[src/logic/dbpt_pkg.sv]
// dbpt_pkg: constants, field positions and carrier types of the dual byte prescaled timer.
// assumes: included by every design file of the timer; 8-bit register bus with 16-bit addresses.
package dbpt_pkg;

	localparam logic [15:0] ADDR_LOW_MATCH  = 16'h7f14;
	localparam logic [15:0] ADDR_HIGH_MATCH = 16'h7f15;
	localparam logic [15:0] ADDR_CONTROL    = 16'h7f16;
	localparam logic [15:0] ADDR_DIVIDER    = 16'h7f17;

	localparam logic [7:0] RESET_BYTE = 8'h00;

	// timer_control fields
	localparam int CTL_HIGH_RUN  = 7;
	localparam int CTL_HIGH_FLAG = 6;
	localparam int CTL_HIGH_IE   = 5;
	localparam int CTL_CLOCK_SOURCE_SELECT_HI  = 4;
	localparam int CTL_CLOCK_SOURCE_SELECT_LO  = 3;
	localparam int CTL_RUN       = 2;
	localparam int CTL_LOW_FLAG  = 1;
	localparam int CTL_LOW_IE    = 0;

	// divider_and_mode fields
	localparam int DIV_READ_SEL  = 7;
	localparam int DIV_WIDTH_SEL = 6;
	localparam int DIV_CAP_EN    = 5;
	localparam int DIV_LIMIT_HI  = 4;

	localparam int PRESCALE_BITS = 5;

	typedef enum logic [1:0] {
		DBPT_SRC_SYS  = 2'h0,
		DBPT_SRC_RC   = 2'h1,
		DBPT_SRC_FIRST_OSCILLATOR = 2'h2,
		DBPT_SRC_SECOND_OSCILLATOR = 2'h3
	} dbpt_src_e;

	typedef struct packed {
		logic [15:0] addr;
		logic [7:0]  wdata;
		logic        wr;
		logic        rd;
	} dbpt_bus_s;

	// clock source ticks, each a one-cycle enable synchronous to sys_clk
	typedef struct packed {
		logic rc_tick;
		logic first_oscillator_tick;
		logic second_oscillator_tick;
	} dbpt_ticks_s;

endpackage

[src/logic/dbpt_timer.sv]
// dbpt_timer: prescaled 16-bit / dual 8-bit timer (8-bit high byte counts every sys_clk) with capture and byte register port.
// assumes: oscillator ticks are one-cycle pulses synchronous to sys_clk; bus master per plain port.
////////////////////////////////////////////////////////////////////////////////////////////////
module dbpt_timer
	import dbpt_pkg::*;
#(
	parameter int LIMIT_BITS = PRESCALE_BITS
) (
	input  wire logic        sys_clk,   // system clock, 50 MHz
	input  wire logic        reset,     // synchronous reset, active high
	input  wire dbpt_bus_s   bus,       // register port request
	input  wire dbpt_ticks_s ticks,     // alternate clock source ticks
	output logic [7:0]       rdata,     // read data, cycle after read strobe
	output logic             irq,       // interrupt request to the shared vector
	output logic             low_wrap,  // low byte period pulse
	output logic             high_wrap  // high byte period pulse
);

	////////////////////////////////////////////////////////////////////////////////////////
	// registers
	logic [7:0] low_match_data;
	logic [7:0] high_match_data;
	logic [7:0] timer_control;
	logic [7:0] divider_and_mode;
	logic [7:0] low_capture;
	logic [7:0] high_capture;

	logic wr_low;
	logic wr_high;
	logic wr_ctl;
	logic wr_div;
	assign wr_low  = bus.wr && bus.addr == ADDR_LOW_MATCH;
	assign wr_high = bus.wr && bus.addr == ADDR_HIGH_MATCH;
	assign wr_ctl  = bus.wr && bus.addr == ADDR_CONTROL;
	assign wr_div  = bus.wr && bus.addr == ADDR_DIVIDER;

	logic                  run;
	logic                  high_run_bit;
	logic                  width_sel;
	logic                  cap_en;
	logic                  read_sel;
	logic [1:0]            clock_source_select;
	logic [LIMIT_BITS-1:0] divider_limit;
	assign run                 = timer_control[CTL_RUN];
	assign high_run_bit        = timer_control[CTL_HIGH_RUN];
	assign clock_source_select = timer_control[CTL_CLOCK_SOURCE_SELECT_HI:CTL_CLOCK_SOURCE_SELECT_LO];
	assign width_sel           = divider_and_mode[DIV_WIDTH_SEL];
	assign cap_en              = divider_and_mode[DIV_CAP_EN];
	assign read_sel            = divider_and_mode[DIV_READ_SEL];
	assign divider_limit       = divider_and_mode[LIMIT_BITS-1:0];

	always_ff @(posedge sys_clk) begin
		if (reset) begin
			low_match_data   <= RESET_BYTE;
			high_match_data  <= RESET_BYTE;
			divider_and_mode <= RESET_BYTE;
		end else begin
			if (wr_low) begin
				low_match_data <= bus.wdata;
			end
			if (wr_high) begin
				high_match_data <= bus.wdata;
			end
			if (wr_div) begin
				divider_and_mode <= bus.wdata;
			end
		end
	end

	////////////////////////////////////////////////////////////////////////////////////////
	// prescaler
	logic                  src_tick;
	logic [LIMIT_BITS-1:0] prescale;
	logic                  pre_match;

	always_comb begin
		case (dbpt_src_e'(clock_source_select))
			DBPT_SRC_SYS:  src_tick = 1'b1;
			DBPT_SRC_RC:   src_tick = ticks.rc_tick;
			DBPT_SRC_FIRST_OSCILLATOR: src_tick = ticks.first_oscillator_tick;
			DBPT_SRC_SECOND_OSCILLATOR: src_tick = ticks.second_oscillator_tick;
			default:       src_tick = 1'b0;
		endcase
	end

	assign pre_match = run && src_tick && prescale == divider_limit;

	always_ff @(posedge sys_clk) begin
		if (reset || !run) begin
			prescale <= '0;
		end else if (pre_match) begin
			prescale <= '0;
		end else if (src_tick) begin
			prescale <= prescale + 1'b1;
		end
	end

	////////////////////////////////////////////////////////////////////////////////////////
	// count bytes
	logic [7:0] low_count_byte;
	logic [7:0] high_count_byte;
	logic [7:0] low_buf;
	logic [7:0] high_buf;
	logic       low_eq;
	logic       high_eq;
	logic       low_w;
	logic       high_w;
	logic       high_count_enable;
	logic       high_tick;
	logic       low_qual;
	logic       high_qual;
	logic       low_ovf;

	assign high_count_enable = width_sel ? high_run_bit : run;
	// in 16-bit mode the low byte keeps wrapping at 255 until the high byte matches too
	assign low_ovf   = run && pre_match && low_count_byte == 8'hff;
	assign high_tick = width_sel ? 1'b1 : (low_ovf || (pre_match && low_w));
	assign low_qual  = width_sel ? 1'b1 : high_eq;
	assign high_qual = width_sel ? 1'b1 : low_eq;

	dbpt_byte_counter #(
		.WIDTH (8)
	) u_low (
		.sys_clk    (sys_clk),
		.reset      (reset),
		.run        (run),
		.tick       (pre_match),
		.match_qual (low_qual),
		.match_data (low_match_data),
		.count      (low_count_byte),
		.match_buf  (low_buf),
		.at_match   (low_eq),
		.wrap       (low_w)
	);

	// 16-bit mode: high byte advances on low overflow and resets with the full match
	dbpt_byte_counter #(
		.WIDTH (8)
	) u_high (
		.sys_clk    (sys_clk),
		.reset      (reset),
		.run        (high_count_enable),
		.tick       (high_tick),
		.match_qual (high_qual),
		.match_data (high_match_data),
		.count      (high_count_byte),
		.match_buf  (high_buf),
		.at_match   (high_eq),
		.wrap       (high_w)
	);

	// period = ((high<<8) + low + 1) * (limit + 1) count clocks in 16-bit mode
	logic low_evt;
	logic high_evt;
	assign low_evt  = width_sel ? low_w : (low_w && high_w);
	assign high_evt = width_sel ? high_w : (low_w && high_w);

	////////////////////////////////////////////////////////////////////////////////////////
	// control register and flags
	logic next_low_flag;
	logic next_high_flag;

	always_comb begin
		next_low_flag  = timer_control[CTL_LOW_FLAG];
		next_high_flag = timer_control[CTL_HIGH_FLAG];
		if (wr_ctl) begin
			next_low_flag  = bus.wdata[CTL_LOW_FLAG];
			next_high_flag = bus.wdata[CTL_HIGH_FLAG];
		end
		// set wins over a software clear in the same cycle
		// in 16-bit mode both flags mark the full period
		if (low_evt) begin
			next_low_flag = 1'b1;
		end
		if (high_evt) begin
			next_high_flag = 1'b1;
		end
	end

	always_ff @(posedge sys_clk) begin
		if (reset) begin
			timer_control <= RESET_BYTE;
		end else begin
			if (wr_ctl) begin
				timer_control <= bus.wdata;
			end
			timer_control[CTL_LOW_FLAG]  <= next_low_flag;
			timer_control[CTL_HIGH_FLAG] <= next_high_flag;
		end
	end

	////////////////////////////////////////////////////////////////////////////////////////
	// capture on rising flags
	logic low_rise;
	logic high_rise;
	assign low_rise  = next_low_flag && !timer_control[CTL_LOW_FLAG];
	assign high_rise = next_high_flag && !timer_control[CTL_HIGH_FLAG];

	always_ff @(posedge sys_clk) begin
		if (reset) begin
			low_capture  <= RESET_BYTE;
			high_capture <= RESET_BYTE;
		end else if (cap_en) begin
			if (high_rise) begin
				low_capture <= low_count_byte;
			end
			if (width_sel ? low_rise : high_rise) begin
				high_capture <= high_count_byte;
			end
		end
	end

	////////////////////////////////////////////////////////////////////////////////////////
	// outputs
	always_ff @(posedge sys_clk) begin
		if (reset) begin
			irq <= 1'b0;
		end else begin
			irq <= (next_low_flag && timer_control[CTL_LOW_IE]) ||
			       (next_high_flag && timer_control[CTL_HIGH_IE]);
		end
	end

	always_ff @(posedge sys_clk) begin
		if (reset) begin
			low_wrap  <= 1'b0;
			high_wrap <= 1'b0;
		end else begin
			low_wrap  <= low_evt;
			high_wrap <= high_evt;
		end
	end

	always_ff @(posedge sys_clk) begin
		if (reset) begin
			rdata <= 8'h00;
		end else if (bus.rd) begin
			case (bus.addr)
				ADDR_LOW_MATCH:  rdata <= read_sel ? low_capture : low_match_data;
				ADDR_HIGH_MATCH: rdata <= read_sel ? high_capture : high_match_data;
				ADDR_CONTROL:    rdata <= timer_control;
				ADDR_DIVIDER:    rdata <= divider_and_mode;
				default:         rdata <= 8'h00;
			endcase
		end else begin
			rdata <= 8'h00;
		end
	end

endmodule

[src/logic/dbpt_byte_counter.sv]
// dbpt_byte_counter: one 8-bit count byte with its match buffer.
// assumes: run, tick and match_qual come from the timer core in the same clock domain.
module dbpt_byte_counter
	import dbpt_pkg::*;
#(
	parameter int WIDTH = 8
) (
	input  wire logic             sys_clk,    // system clock
	input  wire logic             reset,      // synchronous reset, active high
	input  wire logic             run,        // counter runs
	input  wire logic             tick,       // count enable for this cycle
	input  wire logic             match_qual, // other byte also matches (16-bit mode)
	input  wire logic [WIDTH-1:0] match_data, // software match value
	output logic      [WIDTH-1:0] count,      // current count
	output logic      [WIDTH-1:0] match_buf,  // buffered match value
	output logic                  at_match,   // count equals buffer (combinational)
	output logic                  wrap        // counter returns to zero this cycle
);

	assign at_match = (count == match_buf);
	assign wrap     = run && tick && at_match && match_qual;

	always_ff @(posedge sys_clk) begin
		if (reset || !run) begin
			count <= '0;
		end else if (wrap) begin
			count <= '0;
		end else if (tick) begin
			count <= count + 1'b1;
		end
	end

	// buffer follows data while stopped; while running it reloads only at zero
	always_ff @(posedge sys_clk) begin
		if (reset) begin
			match_buf <= '0;
		end else if (!run || count == '0) begin
			match_buf <= match_data;
		end
	end

endmodule

[config.mk]
export PLATFORM = sky130hd
export DESIGN_NAME = dbpt_timer
export DESIGN_NICKNAME = d
export VERILOG_FILES = /design/src/logic/dbpt_pkg.sv /design/src/logic/dbpt_timer.sv /design/src/logic/dbpt_byte_counter.sv
export SDC_FILE = /design/constraint.sdc
export NUM_CORES = 1
export LEC_CHECK = 0
export BUFFER_PORTS_ARGS = -buffer_cell sky130_fd_sc_hd__buf_2
export CORE_MARGIN = 3
export CORE_UTILIZATION = 30
export CTS_CLUSTER_DIAMETER = 120
export DETAILED_ROUTE_END_ITERATION = 10
export GPL_ROUTABILITY_DRIVEN = 1
export GPL_TIMING_DRIVEN = 0
export SETUP_SLACK_MARGIN = 0.02
export SLEW_MARGIN = 10
export SYNTH_ARGS = -nofsm -noshare
export SYNTH_HDL_FRONTEND = slang
export SYNTH_SLANG_ARGS = --single-unit
[constraint.sdc]
create_clock -name sys_clk -period 6.3 [get_ports sys_clk]
set_input_delay 1.89 -clock sys_clk [delete_from_list [all_inputs] [get_ports sys_clk]]
set_output_delay 1.89 -clock sys_clk [all_outputs]
set_load 0.01 [all_outputs]
* After elaboration in Yosys (flattened, before gate mapping)
Cells that the tools add are included.
Cells by class: $add $sub $neg 3, equality and inequality tests 11, muxes and demuxes 15, bitwise gates (word level) 1, reduce and logical (&&, ||, !) cells 38
Operators with widths (count):
- $eq A16 B15 Y1 const B | 4
- $pmux W8 S4 | 1
- $logic_and A1 B1 Y1 | 19
- $add A8 B1 Y8 const B | 2
- $eq A8 B8 Y1 | 2
- $logic_not A8 Y1 | 2
- $mux W8 | 2
- $mux W1 | 11
- $eq A8 B8 Y1 const B | 1
- $reduce_or A2 Y1 | 4
- $logic_or A1 B1 Y1 | 6
- $add A5 B1 Y5 const B | 1
- $eq A5 B5 Y1 | 1
- $eq A2 B2 Y1 const B | 2
- $logic_not A1 Y1 | 4
- $pmux W1 S4 | 1
- $reduce_and A2 Y1 | 2
- $eq A2 B1 Y1 const B | 1
- $logic_not A2 Y1 | 1
- $not A1 Y1 | 1
Word-level totals: flip-flop bits (word level) 96, input port bits 31, output and inout port bits 11, word-level logic and storage cells 84

* Longest topological paths before layout
word-level depth 19, gate-level depth with buffers 8, mapped depth without buffers 6

* Hierarchy
From an unflattened synthesis, not the netlist that was laid out.
Second synthesis, totals: cells, all modules 479, area total of the unflattened synthesis 4606.9 sq um
Modules (own cells, without submodules):
- dbpt_timer | instances 1, cells each 313, area an instance 3027.9 sq um, sequential area each 1281.2 sq um
- dbpt_byte_counter | instances 2, cells each 83, area an instance 789.5 sq um, sequential area each 320.3 sq um

* Worst setup path after synthesis
Ideal clock, no wire load.
path type input to register, start point in bus[17] (netlist bit), end point reg irq, library setup time 0.117 ns, data arrival time 3.643 ns, data required time 6.183 ns, path slack 2.540 ns, cell stages on the path 7, buffers on the path 1, cell sequence or2_0 > or4_1 > buf_6 > nor2_2 > mux2i_1 > o21ai_0 > a32o_1
Between the ends: cells in the longest elaborated chain, start to end 6, elaborated cells between the ends (all ways) 9, classes of those cells eq/ne: 1; mux: 4; reduce/logical: 4
Ends and longest elaborated chain:
- start: declaration | line dbpt_timer.sv:11 | input wire dbpt_bus_s bus,
- $eq A16 B15 Y1 (*) | line dbpt_timer.sv:34 | assign wr_ctl = bus.wr && bus.addr == ADDR_CONTROL;
- $logic_and A1 B1 Y1 (*) | line dbpt_timer.sv:34
- $mux W1 | line dbpt_timer.sv:166 | if (wr_ctl) begin
- $mux W1 (on tied branches) | line dbpt_timer.sv:172, dbpt_timer.sv:175
- $logic_and A1 B1 Y1 (on tied branches) | line dbpt_timer.sv:219, dbpt_timer.sv:220
- $logic_or A1 B1 Y1 (*) | line dbpt_timer.sv:219 | irq <= (next_low_flag && timer_control[CTL_LOW_IE]) ||
- end signal: assignment | line dbpt_timer.sv:219
- end: declaration | line dbpt_timer.sv:14 | output logic irq,
Every way passes the cells marked *; elsewhere a longest branch is shown, timed or not. A chain may end at the register's enable or synchronous reset.

* Final worst setup path
start point in bus[25] (netlist bit), end point reg irq
Same word-level chain as after synthesis.

==> impl_metrics.toml <==
[outcome]
status = "complete, no violations"

[clock_network]
tritoncts = "built"
clkSlewWorstSetupHoldPaths_ns = 0.06
clkLatencyLatePin_ns = 0.35
cts_buffer_depth = 2
htreeDepth = 3
cts.repair.resized = 0
cts_num_sinks = 96
cts_post_setup_buffers_inserted = 0
clock-root-buffer = "sky130_fd_sc_hd__clkbuf_16"
cts_inserted_buffers = 9
cts_hold_buffers = 0

[sta]
hold_ws_ns = 0.459
max_clock_freq_ghz = 0.261
worst_pin_slew_ns = 0.932
slew_headroom = 0.378
final.min_clock_period_ns = 3.83
final.setup.tns_ns = 0
slew_violations = 0
setup_viol = 0
finalHoldViolations = 0
grt_setup_unrepaired = "false"
final.setup_skew_ns = 0.00826
final_min_period_over_clock_period = 0.608

[grt]
wire_length_of_the_first_global_routing_pass_um = 19500
vias_in_the_first_global_route = 3573
grtUsageTotal = 0.151
grt_max_degree = 16
grt_overflow_total = 0
grt_antenna_before_repair = 0

[worst_setup_path]
cp-end-kind = "flip-flop"
setup.worst_path.start_class = "input port"
critical_register_to_register_path_startpoint = "timer_control[4]"
worstRegToRegCells = 8
worstReg2RegEnd = "high_capture[3]"
worst_ep_required_time_ns = 6.53
crit_fanout = 10
worst-endpoint-arrival_ns = 4.06
crit_type = "input port to flip-flop"
setup.reg_to_reg.worst_slack_ns = 3.81

[yosys]
seq_area_frac_synth = 0.427
synth_largest_area_cell = "sky130_fd_sc_hd__dfxtp_1"
synthArstFlopShare = 0
synth_fp_nets = 510
synth_area_leaders = "sky130_fd_sc_hd__dfxtp_1 (43%), sky130_fd_sc_hd__mux2i_1 (13%), sky130_fd_sc_hd__nor2_1 (5.3%), sky130_fd_sc_hd__xnor2_1 (4.3%), sky130_fd_sc_hd__mux2_2 (3.8%)"
post_synth_num_cell_types = 57
synth_flop_cell = "sky130_fd_sc_hd__dfxtp_1"
ys_seq_elements = 96
synth_cells = 474
synth_top_area_frac = 0.427
syn_area_sq_um = 4500
number_of_flops_mapped_to_enable_cells_by_yosys = 0
postSynthAreaPerCell_sq_um = 9.49
synth-warning-count = 0

[detailed_routing]
totalWireLength_um = 12000
final_antenna_net_count = 0
vias = 3664
detail_route.drc_violations = 0
wl_per_cell_um = 16.8
detailedRoute.firstIterationViolations = 249
viasPerCell = 5.13
pre_antenna_drt_iters = 9

[worst_hold_path]
hold-path-endpoint = "low_capture[6]"
min-delay-start = "low_capture[6]"
hold-path-cell-count = 2
timing.hold.worst.class = "flip-flop to flip-flop"

[placed_design]
port_buffers = 40
globalplace.congestion = 0.875
placedInstanceArea_sq_um = 4930
hpwlAfterDp_um = 9220

[finish]
register_area_sq_um = 1920
layout-drive-gt1-share = 0.170
area_delta_synth_final_pct = 16.6
number_of_filler_instances_in_the_final_layout = 1462
multiInputGateArea_sq_um = 2450
number_of_diodes_added_for_antenna_fixing = 0
post-route-cell-area_sq_um = 5250
layout.nets = 561

[floorplan]
die_y_um = 128
num_rows = 44
design.portCount = 42
floorplan.initialDensity = 0.308
die_width_um = 128
floorplan.core_area_sq_um = 14600
die_area_sq_um = 16500

[power_and_ir_drop]
power.density_cell_area_nw_per_um2 = 231
share_seq_of_total_power = 0.500
static-leakage-power_uw = 0.00205
share_clk_of_total_power = 0.472
p_int_uw = 958
switching_share = 0.210
power.net_switching_uw = 255
ir_worst_vdd_mv = 0.102
combinational_fraction_of_design_power = 0.028

[flow_run]
max-cap-violations = 0
[placed cells by master (no fill, tap or decap), types with 2 or more instances in the layout]
cell type and count:
sky130_fd_sc_hd__buf_1 2, sky130_fd_sc_hd__and3_1 3, sky130_fd_sc_hd__a21oi_1 20, sky130_fd_sc_hd__or3_1 5, sky130_fd_sc_hd__xor2_1 13, sky130_fd_sc_hd__xnor2_1 22, sky130_fd_sc_hd__dfxtp_1 96, sky130_fd_sc_hd__buf_6 2
sky130_fd_sc_hd__nor3b_1 2, sky130_fd_sc_hd__o221ai_1 2, sky130_fd_sc_hd__nand4_1 11, sky130_fd_sc_hd__nand3_1 18, sky130_fd_sc_hd__and2_1 4, sky130_fd_sc_hd__clkbuf_1 17, sky130_fd_sc_hd__and4_1 3, sky130_fd_sc_hd__a222oi_1 6
sky130_fd_sc_hd__nor3_1 4, sky130_fd_sc_hd__nand3b_1 3, sky130_fd_sc_hd__nor4_1 3, sky130_fd_sc_hd__or4_1 2, sky130_fd_sc_hd__buf_2 42, sky130_fd_sc_hd__ha_1 5, sky130_fd_sc_hd__clkbuf_16 9, sky130_fd_sc_hd__nor2b_1 2
sky130_fd_sc_hd__nor2_2 3, sky130_fd_sc_hd__mux2_2 15, sky130_fd_sc_hd__a21boi_0 4, sky130_fd_sc_hd__inv_1 7, sky130_fd_sc_hd__nand2_1 32, sky130_fd_sc_hd__mux2i_1 59, sky130_fd_sc_hd__nand4b_1 2, sky130_fd_sc_hd__clkbuf_8 3
sky130_fd_sc_hd__o21ai_0 14, sky130_fd_sc_hd__nor2_1 64, sky130_fd_sc_hd__a22oi_1 3
[layer usage]
layer  global-route usage  up-vias  part of all wire
met5                    0        -                 0
met4               0.0712        0             0.031
met3               0.0307       24             0.057
met2                0.241      120              0.47
met1                0.196     1732              0.44
li1                     -     1788                 -
[final cells by class]
type,instances,share of cell area
plain buffers,23,0.0198
clock buffers,12,0.0508
clock inverters,4,0.00977
inverters,7,0.00501
multi-input cells,348,0.467
flip-flops and latches,96,0.366
well taps,184,0.0439
repair buffers,40,0.0381
[sequential cells by signal, summed over array words and instances, names as in the netlist, 5 cells and up]
| signal | flops |
|---|---|
| low_match_data | 8 |
| high_match_data | 8 |
| u_high.match_buf | 8 |
| prescale | 5 |
| u_low.count | 8 |
| rdata | 8 |
| divider_and_mode | 8 |
| low_capture | 8 |
| high_capture | 8 |
| u_low.match_buf | 8 |
| u_high.count | 8 |
| timer_control | 8 |
[stage by stage]
stage	worst slack (ns)	power, uW	instances	util
2_1_floorplan	2.54	634	474	-
3_3_place_gp	2.13	653	698	0.338
3_5_place_dp	2.12	654	698	0.338
4_1_cts	2.47	1220	714	0.360
5_1_grt	2.27	1250	714	0.360
6_report	2.47	1210	714	0.360
[critical path, cell delays in order]
cell                       delay, ns
sky130_fd_sc_hd__buf_2          0.09
sky130_fd_sc_hd__nand4b_1       0.24
sky130_fd_sc_hd__or4_1          0.53
sky130_fd_sc_hd__buf_6          0.17
sky130_fd_sc_hd__nor2_2         0.42
sky130_fd_sc_hd__mux2i_1        0.26
sky130_fd_sc_hd__o21ai_0        0.15
sky130_fd_sc_hd__a32o_1         0.32
[cell usage after synthesis, types with 11 or more instances]
| library cell | instances |
|---|---|
| sky130_fd_sc_hd__mux2_2 | 15 |
| sky130_fd_sc_hd__dfxtp_1 | 96 |
| sky130_fd_sc_hd__nor2_1 | 64 |
| sky130_fd_sc_hd__a21oi_1 | 20 |
| sky130_fd_sc_hd__xor2_1 | 13 |
| sky130_fd_sc_hd__o21ai_0 | 14 |
| sky130_fd_sc_hd__mux2i_1 | 59 |
| sky130_fd_sc_hd__clkbuf_1 | 17 |
| sky130_fd_sc_hd__xnor2_1 | 22 |
| sky130_fd_sc_hd__nand4_1 | 11 |
| sky130_fd_sc_hd__nand3_1 | 18 |
| sky130_fd_sc_hd__nand2_1 | 32 |
[power by group through the flow]
stage | combinational (uW) | clock (uW) | sequential [uW]
CTS | 33.4 | 581 | 607
detailed placement | 33.3 | 0 | 620
finish | 33.9 | 572 | 607
global placement | 32.5 | 0 | 620
global route | 36.5 | 606 | 606
floorplan | 13.9 | 0 | 620
[how the worst max path moves through the flow]
stage	from	endpoint	slack, ns	cells after the start
6_report	bus[25]	irq	2.47	8
5_1_grt	bus[25]	rdata[7]	2.27	7
4_1_cts	bus[25]	irq	2.47	8
3_5_place_dp	bus[25]	irq	2.12	8
3_3_place_gp	bus[25]	irq	2.13	8
2_1_floorplan	bus[17]	irq	2.54	7
[kinds of logic after synthesis]
| family | count (synthesis) | synth area share |
|---|---|---|
| flops | 96 | 0.427 |
| xor+xnor | 35 | 0.0681 |
| simple gates | 170 | 0.189 |
| mux | 74 | 0.169 |
| buf+inv | 30 | 0.0289 |
| compound gates | 64 | 0.104 |
| fa+ha+maj | 5 | 0.0139 |
No activity file was read; power rests on OpenSTA's default activity.
